### src/inc/fu_pkg.sv
// fu_pkg: register map, field positions and phase codes of the fifo uart
// assumes: byte-wide register port, one system clock
package fu_pkg;
  localparam logic [7:0] A_FRAME = 8'hb1;
  localparam logic [7:0] A_EXT = 8'hb2;
  localparam logic [7:0] A_FIFO = 8'hb3;
  localparam logic [7:0] A_DATA = 8'hb4;
  localparam logic [7:0] A_INT = 8'hb5;
  localparam logic [7:0] A_DIVL = 8'hb6;
  localparam logic [7:0] A_DIVH = 8'hb7;
  localparam int FIFO_DEPTH = 15;
  localparam int LEVEL_W = 4;
  localparam int DIV_W = 16;
  localparam int BYTE_W = 8;
  localparam logic [7:0] RST_BYTE = 8'h00;
  // serial_frame_config
  localparam int B_EN = 7;
  localparam int B_STOP2 = 6;
  localparam int B_WLS = 4;
  localparam int B_BRK = 3;
  localparam int B_ODD = 2;
  localparam int B_PE = 1;
  localparam int B_SP = 0;
  // serial_extended_config
  localparam int B_RECEIVE_ACTIVE = 7;
  localparam int B_BME = 6;
  localparam int B_ABTX = 5;
  localparam int B_ABRX = 4;
  localparam int B_LBK = 3;
  localparam int B_BMIE = 2;
  localparam int B_CLR = 1;
  localparam int B_POL = 0;
  // fifo_level_threshold
  localparam int B_RTHR = 4;
  localparam int B_TTHR = 0;
  // interrupt_flags_enables
  localparam int B_GIE = 7;
  localparam int B_TRA = 6;
  localparam int B_RDA = 5;
  localparam int B_RFO = 4;
  localparam int B_RFU = 3;
  localparam int B_TFO = 2;
  localparam int B_FRAMING_ERROR = 1;
  localparam int B_TI = 0;
  localparam logic [3:0] RX_THR_RESET = 4'hf;
  localparam logic [3:0] TX_THR_RESET = 4'h0;
  localparam logic [7:0] IDLE_MULT = 8'h10;
  localparam logic [7:0] IDLE_SAT = 8'hff;
  localparam logic [2:0] WLS_LAST_BASE = 3'h4;
  localparam logic [2:0] BIT_LAST = 3'h7;
  typedef enum logic [4:0] {
    ST_IDLE = 5'h01,
    ST_START = 5'h02,
    ST_DATA = 5'h04,
    ST_PAR = 5'h08,
    ST_STOP = 5'h10
  } fu_phase_t;
endpackage

### src/fu_uart.sv
// fu_uart: async serial port with fifos, threshold flags and bit compare
// assumes: register port on ref_clk, rx_pin asynchronous, pin mux outside
`timescale 1ns/10ps
`default_nettype none
module fu_uart (
  input wire logic ref_clk,
  input wire logic nrst,
  input wire logic ce,
  input wire logic [7:0] addr,
  input wire logic [7:0] wdata,
  input wire logic wr,
  input wire logic rd,
  output logic [7:0] rdata,
  input wire logic rx_pin,
  output logic tx_pin,
  output logic irq
);
  typedef struct packed {
    logic en;
    logic stop2;
    logic [1:0] wls;
    logic brk;
    logic odd;
    logic pe;
    logic sp;
    logic bme;
    logic abt_tx;
    logic abt_rx;
    logic lbk;
    logic bmie;
    logic pol;
    logic [3:0] rthr;
    logic [3:0] tthr;
    logic gie;
    logic [6:0] ien;
    logic [6:0] fl;
    logic [15:0] div;
    logic [7:0] rdata;
    logic [1:0] rxs;
    logic pin;
    fu_pkg::fu_phase_t txs;
    logic [15:0] tcnt;
    logic [7:0] tsh;
    logic [2:0] tbit;
    logic tstop;
    logic tpar;
    fu_pkg::fu_phase_t receive_active;
    logic [15:0] rcnt;
    logic [7:0] rsh;
    logic [2:0] rbit;
    logic rperr;
    logic [15:0] icnt;
    logic [7:0] ibits;
  } fu_state_t;

  fu_state_t s;
  fu_state_t n;
  logic tf_push, tf_pop, tf_clr, tf_full, tf_empty;
  logic rf_push, rf_pop, rf_clr, rf_full, rf_empty;
  logic [7:0] tf_head;
  logic [8:0] rf_head, rf_din;
  logic [3:0] tf_level, rf_level;
  logic tx_line, rx_in, ttick, rtick, itick, bm_ev, rx_rst, tx_rst, soft_rst;
  logic [7:0] rx_data;

  function automatic logic [2:0] last_bit(input logic [1:0] wls);
    last_bit = fu_pkg::WLS_LAST_BASE + {1'b0, wls};
  endfunction

  function automatic logic [7:0] data_mask(input logic [1:0] wls);
    data_mask = 8'hff >> (fu_pkg::BIT_LAST - last_bit(wls));
  endfunction

  function automatic logic par_bit(input logic [7:0] d, input logic [1:0] wls,
                                   input logic odd, input logic sp);
    par_bit = sp ? 1'b1 : ((^(d & data_mask(wls))) ^ odd);
  endfunction

  fu_fifo #(.W(fu_pkg::BYTE_W), .DEPTH(fu_pkg::FIFO_DEPTH), .LW(fu_pkg::LEVEL_W)) u_txf (
    .ref_clk(ref_clk), .nrst(nrst), .ce(ce), .clr(tf_clr), .push(tf_push),
    .pop(tf_pop), .din(wdata), .head(tf_head), .level(tf_level),
    .full(tf_full), .empty(tf_empty)
  );

  fu_fifo #(.W(fu_pkg::BYTE_W + 1), .DEPTH(fu_pkg::FIFO_DEPTH), .LW(fu_pkg::LEVEL_W)) u_rxf (
    .ref_clk(ref_clk), .nrst(nrst), .ce(ce), .clr(rf_clr), .push(rf_push),
    .pop(rf_pop), .din(rf_din), .head(rf_head), .level(rf_level),
    .full(rf_full), .empty(rf_empty)
  );

  assign rdata = s.rdata;
  assign tx_pin = s.pin;
  assign irq = s.gie & ((|(s.fl & s.ien)) | (s.bme & s.bmie));

  // serial line level of the current transmit phase
  always_comb begin
    case (s.txs)
      fu_pkg::ST_START: tx_line = 1'b0;
      fu_pkg::ST_DATA: tx_line = s.tsh[0];
      fu_pkg::ST_PAR: tx_line = s.tpar;
      default: tx_line = 1'b1;
    endcase
  end

  assign rx_in = s.lbk ? tx_line : s.rxs[1];
  assign ttick = (s.tcnt == s.div - 16'h0001);
  assign rtick = (s.rcnt == s.div - 16'h0001);
  assign itick = (s.icnt == s.div - 16'h0001);
  assign rx_data = (s.rsh >> (fu_pkg::BIT_LAST - last_bit(s.wls)));

  always_comb begin
    n = s;
    n.rdata = fu_pkg::RST_BYTE;
    n.rxs = {s.rxs[0], rx_pin};
    tf_push = 1'b0;
    tf_pop = 1'b0;
    rf_push = 1'b0;
    rf_pop = 1'b0;
    rf_din = {s.rperr & s.pe, rx_data};
    bm_ev = 1'b0;
    rx_rst = 1'b0;
    tx_rst = 1'b0;
    soft_rst = (s.div == '0) && !s.en;
    // register reads
    if (rd) begin
      case (addr)
        fu_pkg::A_FRAME: n.rdata = {s.en, s.stop2, s.wls, s.brk, s.odd, rf_head[8], s.sp};
        fu_pkg::A_EXT: n.rdata = {s.receive_active != fu_pkg::ST_IDLE, s.bme, s.abt_tx, s.abt_rx,
                                  s.lbk, s.bmie, 1'b0, s.pol};
        fu_pkg::A_FIFO: n.rdata = {rf_level, tf_level};
        fu_pkg::A_DATA: begin
          n.rdata = rf_head[7:0];
          rf_pop = 1'b1;
          if (rf_empty) begin
            n.fl[fu_pkg::B_RFU] = 1'b1;
          end
        end
        fu_pkg::A_INT: n.rdata = {s.gie, s.fl};
        fu_pkg::A_DIVL: n.rdata = s.div[7:0];
        fu_pkg::A_DIVH: n.rdata = s.div[15:8];
        default: n.rdata = fu_pkg::RST_BYTE;
      endcase
    end
    // register writes
    if (wr) begin
      case (addr)
        fu_pkg::A_FRAME: begin
          n.en = wdata[fu_pkg::B_EN];
          n.stop2 = wdata[fu_pkg::B_STOP2];
          n.wls = wdata[fu_pkg::B_WLS+:2];
          n.brk = wdata[fu_pkg::B_BRK];
          n.odd = wdata[fu_pkg::B_ODD];
          n.pe = wdata[fu_pkg::B_PE];
          n.sp = wdata[fu_pkg::B_SP];
        end
        fu_pkg::A_EXT: begin
          n.bme = s.bme & wdata[fu_pkg::B_BME];
          n.abt_tx = wdata[fu_pkg::B_ABTX];
          n.abt_rx = wdata[fu_pkg::B_ABRX];
          n.lbk = wdata[fu_pkg::B_LBK];
          n.bmie = wdata[fu_pkg::B_BMIE];
          n.pol = wdata[fu_pkg::B_POL];
          if (wdata[fu_pkg::B_CLR]) begin
            rx_rst = 1'b1;
            tx_rst = 1'b1;
          end
        end
        fu_pkg::A_FIFO: begin
          n.rthr = wdata[fu_pkg::B_RTHR+:4];
          n.tthr = wdata[fu_pkg::B_TTHR+:4];
          rx_rst = rx_rst | (wdata[fu_pkg::B_RTHR+:4] == fu_pkg::RX_THR_RESET);
          tx_rst = tx_rst | (wdata[fu_pkg::B_TTHR+:4] == fu_pkg::TX_THR_RESET);
        end
        fu_pkg::A_DATA: begin
          tf_push = 1'b1;
          if (tf_full) begin
            n.fl[fu_pkg::B_TFO] = 1'b1;
          end
        end
        fu_pkg::A_INT: begin
          n.gie = wdata[fu_pkg::B_GIE];
          n.ien = wdata[6:0];
          for (int i = 0; i < fu_pkg::B_RDA; i++) begin
            if (!wdata[i]) begin
              n.fl[i] = 1'b0;
            end
          end
          if (!wdata[fu_pkg::B_RDA] && (rf_level < s.rthr)) begin
            n.fl[fu_pkg::B_RDA] = 1'b0;
          end
        end
        fu_pkg::A_DIVL: n.div[7:0] = wdata;
        fu_pkg::A_DIVH: n.div[15:8] = wdata;
        default: ;
      endcase
    end
    // transmit engine
    n.tcnt = ttick ? '0 : s.tcnt + 16'h0001;
    case (s.txs)
      fu_pkg::ST_IDLE: begin
        n.tcnt = '0;
        if (s.en && !tf_empty) begin
          tf_pop = 1'b1;
          n.tsh = tf_head;
          n.tpar = par_bit(tf_head, s.wls, s.odd, s.sp);
          n.txs = fu_pkg::ST_START;
        end
      end
      fu_pkg::ST_START: begin
        if (ttick) begin
          n.txs = fu_pkg::ST_DATA;
          n.tbit = '0;
        end
      end
      fu_pkg::ST_DATA: begin
        if (ttick) begin
          n.tsh = {1'b0, s.tsh[7:1]};
          n.tbit = s.tbit + 3'h1;
          n.tstop = 1'b0;
          if (s.tbit == last_bit(s.wls)) begin
            n.txs = s.pe ? fu_pkg::ST_PAR : fu_pkg::ST_STOP;
          end
        end
      end
      fu_pkg::ST_PAR: begin
        if (ttick) begin
          n.txs = fu_pkg::ST_STOP;
        end
      end
      fu_pkg::ST_STOP: begin
        if (ttick) begin
          if (s.stop2 && !s.tstop) begin
            n.tstop = 1'b1;
          end else begin
            n.txs = fu_pkg::ST_IDLE;
            if (tf_empty) begin
              n.fl[fu_pkg::B_TI] = 1'b1;
            end
          end
        end
      end
      default: n.txs = fu_pkg::ST_IDLE;
    endcase
    // sent bit against line, mid bit
    if (s.txs != fu_pkg::ST_IDLE && s.tcnt == (s.div >> 1) && rx_in != tx_line) begin
      bm_ev = 1'b1;
      n.bme = 1'b1;
    end
    // receive engine
    n.rcnt = rtick ? '0 : s.rcnt + 16'h0001;
    case (s.receive_active)
      fu_pkg::ST_IDLE: begin
        n.rcnt = '0;
        if (s.en && !rx_in) begin
          n.receive_active = fu_pkg::ST_START;
        end
      end
      fu_pkg::ST_START: begin
        if (s.rcnt == (s.div >> 1)) begin
          n.rcnt = '0;
          n.rbit = '0;
          n.rperr = 1'b0;
          n.receive_active = rx_in ? fu_pkg::ST_IDLE : fu_pkg::ST_DATA;
        end
      end
      fu_pkg::ST_DATA: begin
        if (rtick) begin
          n.rsh = {rx_in, s.rsh[7:1]};
          n.rbit = s.rbit + 3'h1;
          if (s.rbit == last_bit(s.wls)) begin
            n.receive_active = s.pe ? fu_pkg::ST_PAR : fu_pkg::ST_STOP;
          end
        end
      end
      fu_pkg::ST_PAR: begin
        if (rtick) begin
          n.rperr = (rx_in != par_bit(rx_data, s.wls, s.odd, s.sp));
          n.receive_active = fu_pkg::ST_STOP;
        end
      end
      fu_pkg::ST_STOP: begin
        if (rtick) begin
          n.receive_active = fu_pkg::ST_IDLE;
          rf_push = 1'b1;
          if (!rx_in) begin
            n.fl[fu_pkg::B_FRAMING_ERROR] = 1'b1;
          end
          if (rf_full) begin
            n.fl[fu_pkg::B_RFO] = 1'b1;
          end
        end
      end
      default: n.receive_active = fu_pkg::ST_IDLE;
    endcase
    // idle line time in bit periods
    if (s.receive_active == fu_pkg::ST_IDLE && rx_in) begin
      n.icnt = itick ? '0 : s.icnt + 16'h0001;
      if (itick && s.ibits != fu_pkg::IDLE_SAT) begin
        n.ibits = s.ibits + 8'h01;
      end
    end else begin
      n.icnt = '0;
      n.ibits = '0;
    end
    // aborts, flushes and disable
    rx_rst = rx_rst | soft_rst | (bm_ev & s.abt_rx);
    tx_rst = tx_rst | soft_rst | (bm_ev & s.abt_tx);
    if (rx_rst || !s.en) begin
      n.receive_active = fu_pkg::ST_IDLE;
    end
    if (tx_rst || !s.en) begin
      n.txs = fu_pkg::ST_IDLE;
    end
    if (rx_rst) begin
      n.fl[fu_pkg::B_RFO] = 1'b0;
      n.fl[fu_pkg::B_RFU] = 1'b0;
    end
    if (tx_rst) begin
      n.fl[fu_pkg::B_TFO] = 1'b0;
    end
    rf_clr = rx_rst;
    tf_clr = tx_rst;
    // level flags
    n.fl[fu_pkg::B_TRA] = (tf_level < s.tthr);
    if ((rf_level > s.rthr && s.rthr != fu_pkg::RX_THR_RESET) ||
        (rf_level != '0 && rf_level < s.rthr &&
         s.ibits > 8'(s.rthr) * fu_pkg::IDLE_MULT)) begin
      n.fl[fu_pkg::B_RDA] = 1'b1;
    end
    // output pin
    n.pin = s.brk ? 1'b0 : (tx_line ^ s.pol);
  end

  always_ff @(posedge ref_clk) begin
    if (!nrst) begin
      s <= '0;
      s.txs <= fu_pkg::ST_IDLE;
      s.receive_active <= fu_pkg::ST_IDLE;
      s.rxs <= 2'b11;
      s.pin <= 1'b1;
    end else if (ce) begin
      s <= n;
    end
  end
endmodule // fu_uart
`default_nettype wire

### src/fu_fifo.sv
// fu_fifo: flip-flop fifo with level count
// assumes: same clock and clock enable as the uart core
`timescale 1ns/10ps
`default_nettype none
module fu_fifo #(
  parameter int W = 8,
  parameter int DEPTH = 15,
  parameter int LW = 4
) (
  input wire logic ref_clk,
  input wire logic nrst,
  input wire logic ce,
  input wire logic clr,
  input wire logic push,
  input wire logic pop,
  input wire logic [W-1:0] din,
  output logic [W-1:0] head,
  output logic [LW-1:0] level,
  output logic full,
  output logic empty
);
  typedef struct packed {
    logic [DEPTH-1:0][W-1:0] mem;
    logic [LW-1:0] wp;
    logic [LW-1:0] rp;
    logic [LW-1:0] cnt;
  } fu_fifo_st_t;
  localparam logic [LW-1:0] LAST = LW'(DEPTH - 1);
  localparam logic [LW-1:0] ONE = LW'(1);
  fu_fifo_st_t s;
  fu_fifo_st_t n;
  logic do_push;
  logic do_pop;

  assign head = s.mem[s.rp];
  assign level = s.cnt;
  assign full = (s.cnt == LW'(DEPTH));
  assign empty = (s.cnt == '0);

  always_comb begin
    n = s;
    do_push = push & ~full;
    do_pop = pop & ~empty;
    if (do_push) begin
      n.mem[s.wp] = din;
      n.wp = (s.wp == LAST) ? '0 : s.wp + ONE;
    end
    if (do_pop) begin
      n.rp = (s.rp == LAST) ? '0 : s.rp + ONE;
    end
    if (do_push && !do_pop) begin
      n.cnt = s.cnt + ONE;
    end else if (do_pop && !do_push) begin
      n.cnt = s.cnt - ONE;
    end
    if (clr) begin
      n.wp = '0;
      n.rp = '0;
      n.cnt = '0;
    end
  end

  always_ff @(posedge ref_clk) begin
    if (!nrst) begin
      s <= '0;
    end else if (ce) begin
      s <= n;
    end
  end
endmodule // fu_fifo
`default_nettype wire

### config.mk
export PLATFORM = sky130hd
export DESIGN_NAME = fu_uart
export DESIGN_NICKNAME = d
export VERILOG_FILES = /design/src/inc/fu_pkg.sv /design/src/fu_uart.sv /design/src/fu_fifo.sv
export SDC_FILE = /design/constraint.sdc
export NUM_CORES = 1
export LEC_CHECK = 0
export BUFFER_PORTS_ARGS = -buffer_cell sky130_fd_sc_hd__buf_2
export CORE_MARGIN = 2
export CORE_UTILIZATION = 60
export CTS_CLUSTER_DIAMETER = 80
export DETAILED_ROUTE_END_ITERATION = 16
export PLACE_DENSITY_LB_ADDON = 0.2
export SKIP_LAST_GASP = 1
export SLEW_MARGIN = 5
export SYNTH_ARGS = -nofsm -noshare
export SYNTH_HDL_FRONTEND = slang
export SYNTH_SLANG_ARGS = --single-unit
### constraint.sdc
create_clock -name ref_clk -period 13.24 [get_ports ref_clk]
set_input_delay 1.324 -clock ref_clk [delete_from_list [all_inputs] [get_ports ref_clk]]
set_output_delay 1.324 -clock ref_clk [all_outputs]
set_load 0.05 [all_outputs]
# Word level (Yosys, flattened, before mapping)
# Cells that the tools add are included.
[word_totals] regBits=434 output_inout_bits=10 elab_cells=389
[classes] n_addsub=17 n_lt_le_gt_ge=10 eq_ne=61 shifts=2 mux=117 bitwise=25 n_reduce_logical=83
[op_table] op="$bwmux 135" n=1
[op_table] op="$bwmux 120" n=1
[op_table] op="$mux 5" n=15
[op_table] op="$mux 8" n=9
[op_table] op="$mux 16" n=4
[op_table] op="$eq 8x8->1 const B" n=7
[op_table] op="$pmux 8 s7" n=1
[op_table] op="$mux 4" n=13
[op_table] op="$pmux 5 s5" n=2
[op_table] op="$add 16x1->16 const B" n=3
[op_table] op="$eq 16x16->1" n=3
[op_table] op="$mux 22" n=2
[op_table] op="$mux 1" n=41
[op_table] op="$ne 3x3->1 const B" n=13
[op_table] op="$bmux 9 s4" n=1
[op_table] op="$demux 9 s4" n=1
[op_table] op="$mux 12" n=3
[op_table] op="$bmux 8 s4" n=1
[op_table] op="$demux 8 s4" n=1
[op_table] op="$eq 16x15->1" n=2
[op_table] op="$pmux 16 s2" n=1
[op_table] op="$reduce_bool 2->1" n=15
[op_table] op="$eq 4x4->1 const B" n=7
[op_table] op="$reduce_and 3->1" n=9
[op_table] op="57 further kinds" n=159

# Depth between registers and ports, before layout
# Gate-level depths: netlist of the first run.
[depth] word_depth=11 mapped_depth=20 mapped_depth_nobuf=18

# By module
# Synthesis of the first run repeated with hierarchy kept, for this count alone.
[hier_totals] cells_unflattened=2646 area_unflattened_um2=23274.8
[modules_own_cells] module="fu_uart" n_inst=1 cells_each=1292 area_per_inst_um2=10428.8 seq_area_each_um2=3103.0
[modules_own_cells] module="fu_fifo (u_rxf)" n_inst=1 cells_each=766 area_per_inst_um2=6749.0 seq_area_each_um2=2942.8
[modules_own_cells] module="fu_fifo (u_txf)" n_inst=1 cells_each=588 area_per_inst_um2=6097.1 seq_area_each_um2=2642.5

# Worst setup path after synthesis of the first run
# Ideal clock, no wire load.
[synth_path] path_kind="reg-to-reg" startpoint="reg s[103] (netlist bit)" endpoint="reg u_rxf.s, in the netlist u_rxf.level[3]" setup_ns=0.072 arrival_ns=4.257 setup_slack_ns=8.912 path_stages_with_launch=19 n_path_buf=2 cell_sequence="dfxtp_1 > buf_2 > inv_1 > ha_1 > or3b_2 > clkbuf_1 > nor4_1 > xor3_1 > a2111oi_0 > nand3_1 > or2_2 > ha_1 > a21o_1 > a21oi_1 > nand2_1 > or3_1 > a21oi_1 > o21ai_0 > mux2i_1"
[synth_via] elab_chain_cells=9 word_cells_on_any_way=21
[synth_lines] item="from (decl)" line="fu_uart.sv:56" text="fu_state_t s;"
[synth_lines] item="from (signal assigned)" line="fu_uart.sv:342" text="s <= n;"
[synth_lines] item="$sub 16x1->16" line="fu_uart.sv:107" text="assign rtick = (s.rcnt == s.div - 16'h0001);"
[synth_lines] item="$eq 16x16->1" line="fu_uart.sv:107"
[synth_lines] item="$mux 1" line="fu_uart.sv:282" text="if (rtick) begin"
[synth_lines] item="$mux 1" line="fu_uart.sv:251" text="case (s.receive_active)"
[synth_lines] item="$and 1x1->1" line="fu_fifo.sv:42" text="do_push = push & ~full;"
[synth_lines] item="$logic_not 1->1" line="fu_fifo.sv:53" text="end else if (do_pop && !do_push) begin"
[synth_lines] item="$logic_and 1x1->1" line="fu_fifo.sv:53"
[synth_lines] item="$reduce_bool 3->1 (no line)"
[synth_lines] item="$reduce_and 2->1 (no line)"
[synth_lines] item="to (signal assigned)" line="fu_fifo.sv:67" text="s <= n;"
[synth_lines] item="to (decl)" line="fu_fifo.sv:30" text="fu_fifo_st_t s;"
# Parallel ways exist; a longest one is shown, timed or not.
# A chain may end at the register's enable or synchronous reset.

# Worst setup path after layout of the first run
[layout_path] startpoint="reg s[106] (netlist bit)" endpoint="reg u_rxf.s, in the netlist u_rxf.level[3]"
# The elaborated chain is that of the path after synthesis.

==> qor.yml, run 1 <==
synth_area_mm2: 0.02291
final_max_slew_viol_count: 0
worstPathMaxFanout: 18
max_slew_margin: 0.1774
first_global_vias: 18842
num_antenna_cells: 0
drive_gt1_frac: 0.1001
ys.flop_type: "dfxtp_1"
timing.hold.ws_ns: 0.4538
cts_buffers: 47
via_per_inst: 6.533
grt_pass1_wl_mm: 103.3
die_height_um: 199.4
start_util: 0.6083
ctsRootBufferMaster: "clkbuf_16"
finalCritPeriodShare: 0.3833
drtPass1Iterations: 6
r2r_start: "s[106]"
ys_types: 87
port_buffers: 31
htreeDepth: 2
slowest_stage: "nor4_1"
holdCritPathClass: "flop to flop"
critPathArrivalTime_ns: 5.60
syn_inst: 2598
ir_drop_v: 0.0001025
vias: 19723
dieArea_mm2: 0.03977
cp.required_ns: 13.77
critPathLaunch: "s[106]"
yosysSeqAreaShare: 0.3792
clock.fmax_mhz: 197.0
drtIter0Drc: 2009
tns_ns: 0
ys_async_sr_fraction: 0
clkTransAtPathRegs_ns: 0.07
r2r_setup_slack_ns: 8.16
cts_tree: "built"
wl_per_cell_um: 21.66
synth_nets: 2649
setup_viol: 0
ios: 32
ys_top_cells_by_area: "dfxtp_1 (38%), mux2i_1 (9.7%), mux4_2 (6.0%)"
cts_setup_buffers: 0
ys_seq_elements: 434
clock_sinks: 434
r2r_cells: 15
cts_max_path_buffers: 3
die_w_um: 199.4
antenna_found_initial: 0
gp_congestion: 0.9613
yosys.area.top_type: "dfxtp_1"
final_net_count: 2524
grt_usage: 0.3303
clock_latency_ns: 0.61
cts.repair.resized: 0
n_fill_cell: 3140
syn_to_final_growth_pct: 7.673
postSynthAreaPerCell_um2: 8.819
hold_viol_final: 0
grt-ovfl-total: 0
fin_crit_ns: 5.075
synthTopCellsByCount: "dfxtp_1 (434), nor2_1 (250), nand2_1 (227)"
drt_wl_total_mm: 65.38
drv_cap: 0
crit_end: "u_rxf.level[3]"
coreArea_mm2: 0.03767
final.setup_skew_ns: 0.01929
worstPathCellList: "or3_1, nor4_1, xnor3_1, nand2_1, a2111oi_0, nand3_1, or2_2, ha_1, a21o_1, a21oi_1, nand2_1, or3_1, a21oi_1, o21ai_0, mux2i_1"
worst_pin_slew_ns: 1.200
p_per_area_mw_per_mm2: 110.8
critPathKind: "flop to flop"
leakagePower_nw: 9.139
rsz0062_at_grt: "false"
synth.top_cell.area_share: 0.3792
start_kind: "flop"
yosysMostFrequentCell: "dfxtp_1"
ant_nets: 0
crit_path_end_kind: "flop"
status: "finished clean"
hold_buffers: 0
core.rowCount: 71
grt_max_degree: 143
reg2reg_to: "u_rxf.level[3]"
route.detailed.drc: 0
synth_warnings: 0
max_stage_delay_ns: 0.96
dp_hpwl_mm: 43.00
synth_edf_count: 0
[report_power, final]
part / internal (mW) / switching, mW / total (mW)
logic: 0.0128 / 0.0574 / 0.0701
clock network: 0.791 / 0.564 / 1.36
registers: 1.31 / 0.00163 / 1.31
[worst max-delay path: cells and delay by family (launching register included)]
kind | cells | cell delay [ns]
AO/OA/AOI/OAI | 5 | 0.94
XOR/XNOR | 1 | 0.32
adder cells (fa/ha/maj) | 1 | 0.28
flip-flops | 1 | 0.60
multiplexers | 1 | 0.15
AND/OR/NAND/NOR | 7 | 2.70
[registers in the layout (all words and copies together) (netlist names)]
| signal | count |
|---|---|
| s | 145 |
| u_rxf.s | 143 |
| u_txf.s | 128 |
| rdata | 8 |
| u_rxf.level | 4 |
| u_txf.level | 4 |
| n | 1 |
| tx_pin | 1 |
[worst min-delay path by stage]
stage / startpoint / endpoint / slack [ns] / cells after the start
CTS: s[28] / s[28] / 0.45 / 2
global route: u_txf.s[83] / u_txf.s[83] / 0.48 / 2
floorplan: u_rxf.s[81] / u_rxf.s[81] / 0.43 / 2
global placement: u_txf.s[81] / u_txf.s[81] / 0.44 / 2
finish: u_txf.s[45] / u_txf.s[45] / 0.45 / 2
detailed placement: s[28] / s[28] / 0.44 / 2
[kinds of logic after synthesis]
kind of cell               after synthesis  synth area share
AOI/OAI and AO/OA                      495            0.1330
xor gates and xnor gates               112           0.05734
adders and majority gates               29           0.01649
buffers and inverters                  271           0.04691
DFF                                    434            0.3792
muxes                                  288            0.1595
and+or+nand+nor                        969            0.2076
[area by class of cell]
class	instances	area, um2	share of cell area
clock inverters	16	182.7	0.007405
clock buffers	68	1426	0.05782
multi-input cells	1893	13200	0.5350
inverters	35	138.9	0.005630
repair buffers	62	390.4	0.01582
flip-flops and latches	434	8693	0.3524
well taps	511	639.4	0.02592
[cells in the final DEF, fill, tap and decap left out, drive strengths merged, types with 17 or more instances in the layout]
master,Yosys,routed
nor4,29,29
nand4,40,40
nand3,192,192
xnor2,63,63
xnor3,22,22
mux2i,221,221
nor2b,26,26
and3,39,39
nor2,250,250
nor3,33,33
a21o,20,20
buf,48,62
nand2,227,227
o21ai,151,151
a31oi,23,23
mux4,61,61
nand2b,23,23
a21oi,156,156
dfxtp,434,434
inv,33,36
nor3b,21,21
ha,27,27
a22oi,28,28
clkbuf,188,68
or3,18,18
a22o,17,17
xor2,25,25
[layer usage]
layer,track usage,part of all wire,vias up
met5,0,0,-
met2,0.5367,0.47,898
li1,-,-,9065
met3,0.04979,0.078,228
met4,0.1819,0.051,0
met1,0.4237,0.41,9532
[per-stage QoR]
step | instances | area [um2] | utilization | total power [mW] | setup slack (ns)
global route | 3019 | 24670 | 0.6550 | 2.806 | 7.890
detailed placement | 2935 | 23060 | 0.6122 | 1.405 | 8.243
global placement | 2935 | 23060 | 0.6122 | 1.404 | 8.276
floorplan | 2598 | 22910 | - | 1.381 | 8.912
finish | 3019 | 24670 | 0.6550 | 2.733 | 8.165
CTS | 3019 | 24670 | 0.6550 | 2.746 | 8.198
Power figures use the tool's default switching activity.
==> inputs of run 2 (changes only) <==
- CORE_UTILIZATION: 60 -> 58
- clock period: 13.24 -> 4.5 ns (I/O delays scaled with it)
==> run 2 against run 1 <==
First-iteration DRC count down 21%. Fmax increased by 21%. Non-clock buffer count grew 70. Cell count grew 2.6%. Flip-flop and latch count unchanged. Largest cell class unchanged. Power grew to 3.0 times the previous value. Count of clock-buffer cells in the layout is 2 higher. Critical path depth is 2 higher. Critical endpoint unchanged. Combinational power rose to 3.0 times the previous value. Design area up 2.6%. Die area grew 3.4%. Core utilization fell by 0.30 points. Highest routed layer is now met5. Critical path type unchanged.
==> qor.yml, run 2 (synthesis gave the netlist of run 1 again) <==
status: "finished clean"
htreeDepth: 2  # unchanged
grt_max_degree: 153  # +7.0%
r2r_start: "s[103]"
port_buffers: 31  # unchanged
clock_latency_ns: 0.61  # about the same
critPathArrivalTime_ns: 4.71  # -0.89 ns
antenna_found_initial: 4  # +4
ios: 32  # unchanged
top_register: "s"
dp.cells: 3011  # +2.6%
via_per_inst: 6.382  # -2.3%
start_util: 0.5901  # -0.01819
critPathKind: "flop to flop"
worst_pin_slew_ns: 0.9928  # -0.2067 ns
cpLargestDelayFamily: "simple AND/OR/NAND/NOR gates"
drtIter0Drc: 1587  # -21%
die_height_um: 202.8  # +1.7%
ant_nets: 0  # unchanged
grt-ovfl-total: 0  # unchanged
min_from: "rx_pin"
setup_viol: 0  # unchanged
core.rowCount: 72  # +1.4%
hold_buffers: 0  # unchanged
leakagePower_nw: 9.518  # +4.1%
worstPathCellList: "buf_4, or4_1, buf_4, o31ai_1, mux2i_1, a2111oi_2, buf_4, nand3_1, or2_2, ha_1, a21o_1, a21oi_1, nand2_1, or3_1, a21oi_1, o21ai_0, mux2i_1"
drt_wl_total_mm: 67.14  # +2.7%
finalCritPeriodShare: 0.9356  # +0.5523
grt_usage: 0.3250  # -0.005328
multiInputGateArea_mm2: 0.01325  # +0.37%
dieArea_mm2: 0.04111  # +3.4%
drtPass1Iterations: 8  # +2
wl_per_cell_um: 21.66  # about the same
ctsRootBufferMaster: "clkbuf_16"
timing.hold.ws_ns: 0.05713  # -0.3967 ns
tns_ns: 0  # unchanged
route.detailed.drc: 0  # unchanged
holdCritPathClass: "input port to flop"
cp.required_ns: 5.00  # -8.77 ns
reg.largest.list: "s (145), u_rxf.s (143), u_txf.s (128)"
n_fill_cell: 3206  # +2.1%
max_stage_delay_ns: 0.50  # -0.46 ns
hold_viol_final: 0  # unchanged
gp_congestion: 0.9577  # -0.37%
clock_sinks: 434  # unchanged
critPathLaunch: "s[103]"
max_slew_margin: 0.3320  # +0.1546
regArea_mm2: 0.008693  # unchanged
cts_buffers: 48  # +2.1%
layout_commonest_cell: "dfxtp_1"
vias: 19779  # +0.28%
final_max_slew_viol_count: 0  # unchanged
die_w_um: 202.8  # +1.7%
clock.fmax_mhz: 237.5  # +21%
cts_max_path_buffers: 3  # unchanged
p_per_area_mw_per_mm2: 321.2  # +190%
worst-path-buf-inv: 3  # +3
largest_reg_flops: 145  # unchanged
crit_path_end_kind: "flop"
final.setup_skew_ns: 0.04396  # +0.02467 ns
coreArea_mm2: 0.03883  # +3.1%
rsz0062_at_grt: "false"
crit_top_cell: "buf_4"
final_net_count: 2595  # +2.8%
clkTransAtPathRegs_ns: 0.06  # about the same
cts_tree: "built"
drive_gt1_frac: 0.1252  # +0.02516
slowest_stage: "or4_1"
drv_cap: 0  # unchanged
grt_pass1_wl_mm: 105.8  # +2.4%
worstPathMaxFanout: 18  # unchanged
start_kind: "flop"
ir_drop_v: 0.0003416  # +230%
p_total_mw: 8.132  # +200%
fin_crit_ns: 4.210  # -0.8649 ns
most-common-layout-cells: "dfxtp_1 (430), nor2_1 (250), nand2_1 (227), mux2i_1 (221), nand3_1 (192)"
fin_cells: 3099  # +2.6%
dp_hpwl_mm: 45.67  # +6.2%
final_util: 0.6520  # -0.002959
syn_to_final_growth_pct: 10.49
first_global_vias: 19166  # +1.7%
run 2: changes by cell type in the layout (fill, tap and decap cells not counted), moves of 3 or more:
cell and delta:
clkbuf_1 +5, buf_4 +68, nor4_1 -3, clkinv_2 -6, clkbuf_8 -3
run 2: final timing paths:
check                           slack [ns]  cells past startpoint        endpoint
worst min register to register        0.45                      2     u_txf.s[67]
worst max-delay path                  0.29                     17  u_rxf.level[3]
worst min-delay path                  0.06                      3           n[93]
worst max register to register        0.29                     17  u_rxf.level[3]
run 2: timing repair:
action,CTS,global route
endpoints found under the setup margin,0,1
gates resized for setup,0,10
buffers inserted,0,1
hold endpoints to repair,0,0
run 2: where the power goes:
| group | leakage (nW) | total [mW] | switching (mW) | internal, mW |
|---|---|---|---|---|
| Clock | 0.799 | 4.07 | 1.66 | 2.41 |
| Combinational | 5.22 | 0.209 | 0.167 | 0.0421 |
| Sequential | 3.50 | 3.85 | 0.00420 | 3.84 |
run 2: per-layer routing:
| layer | track usage | share of wire | up-vias |
|---|---|---|---|
| li1 | - | - | 9231 |
| met1 | 0.4185 | 0.42 | 9657 |
| met2 | 0.5317 | 0.47 | 709 |
| met3 | 0.04687 | 0.064 | 180 |
| met4 | 0.1710 | 0.049 | 2 |
| met5 | 0 | 0.00019 | - |
run 2: worst reg2reg max path: cells and delay by family, from the launching register on:
kind	cells	cell delay, ns
simple gates	5	1.29
compound gates	6	1.25
buf+inv	3	0.57
mux	2	0.39
flops	1	0.34
fa+ha+maj	1	0.28
run 2: area by class of cell:
class / instances / area share
Inverter: 35 / 0.005486
Tap cell: 518 / 0.02560
Timing Repair Buffer: 132 / 0.03717
Antenna cell: 2 / 0.0001977
Sequential cell: 434 / 0.3434
Clock inverter: 15 / 0.009391
Multi-Input combinational cell: 1893 / 0.5233
Clock buffer: 70 / 0.05545
run 2: per-stage QoR:
stage,instance area [um2],setup slack (ns)
after CTS,25250,0.1674
after floorplan,22910,0.1716
after global routing,25310,0.01045
after global placement,23600,0.2503
final,25320,0.2898
after detailed placement,23600,0.2673
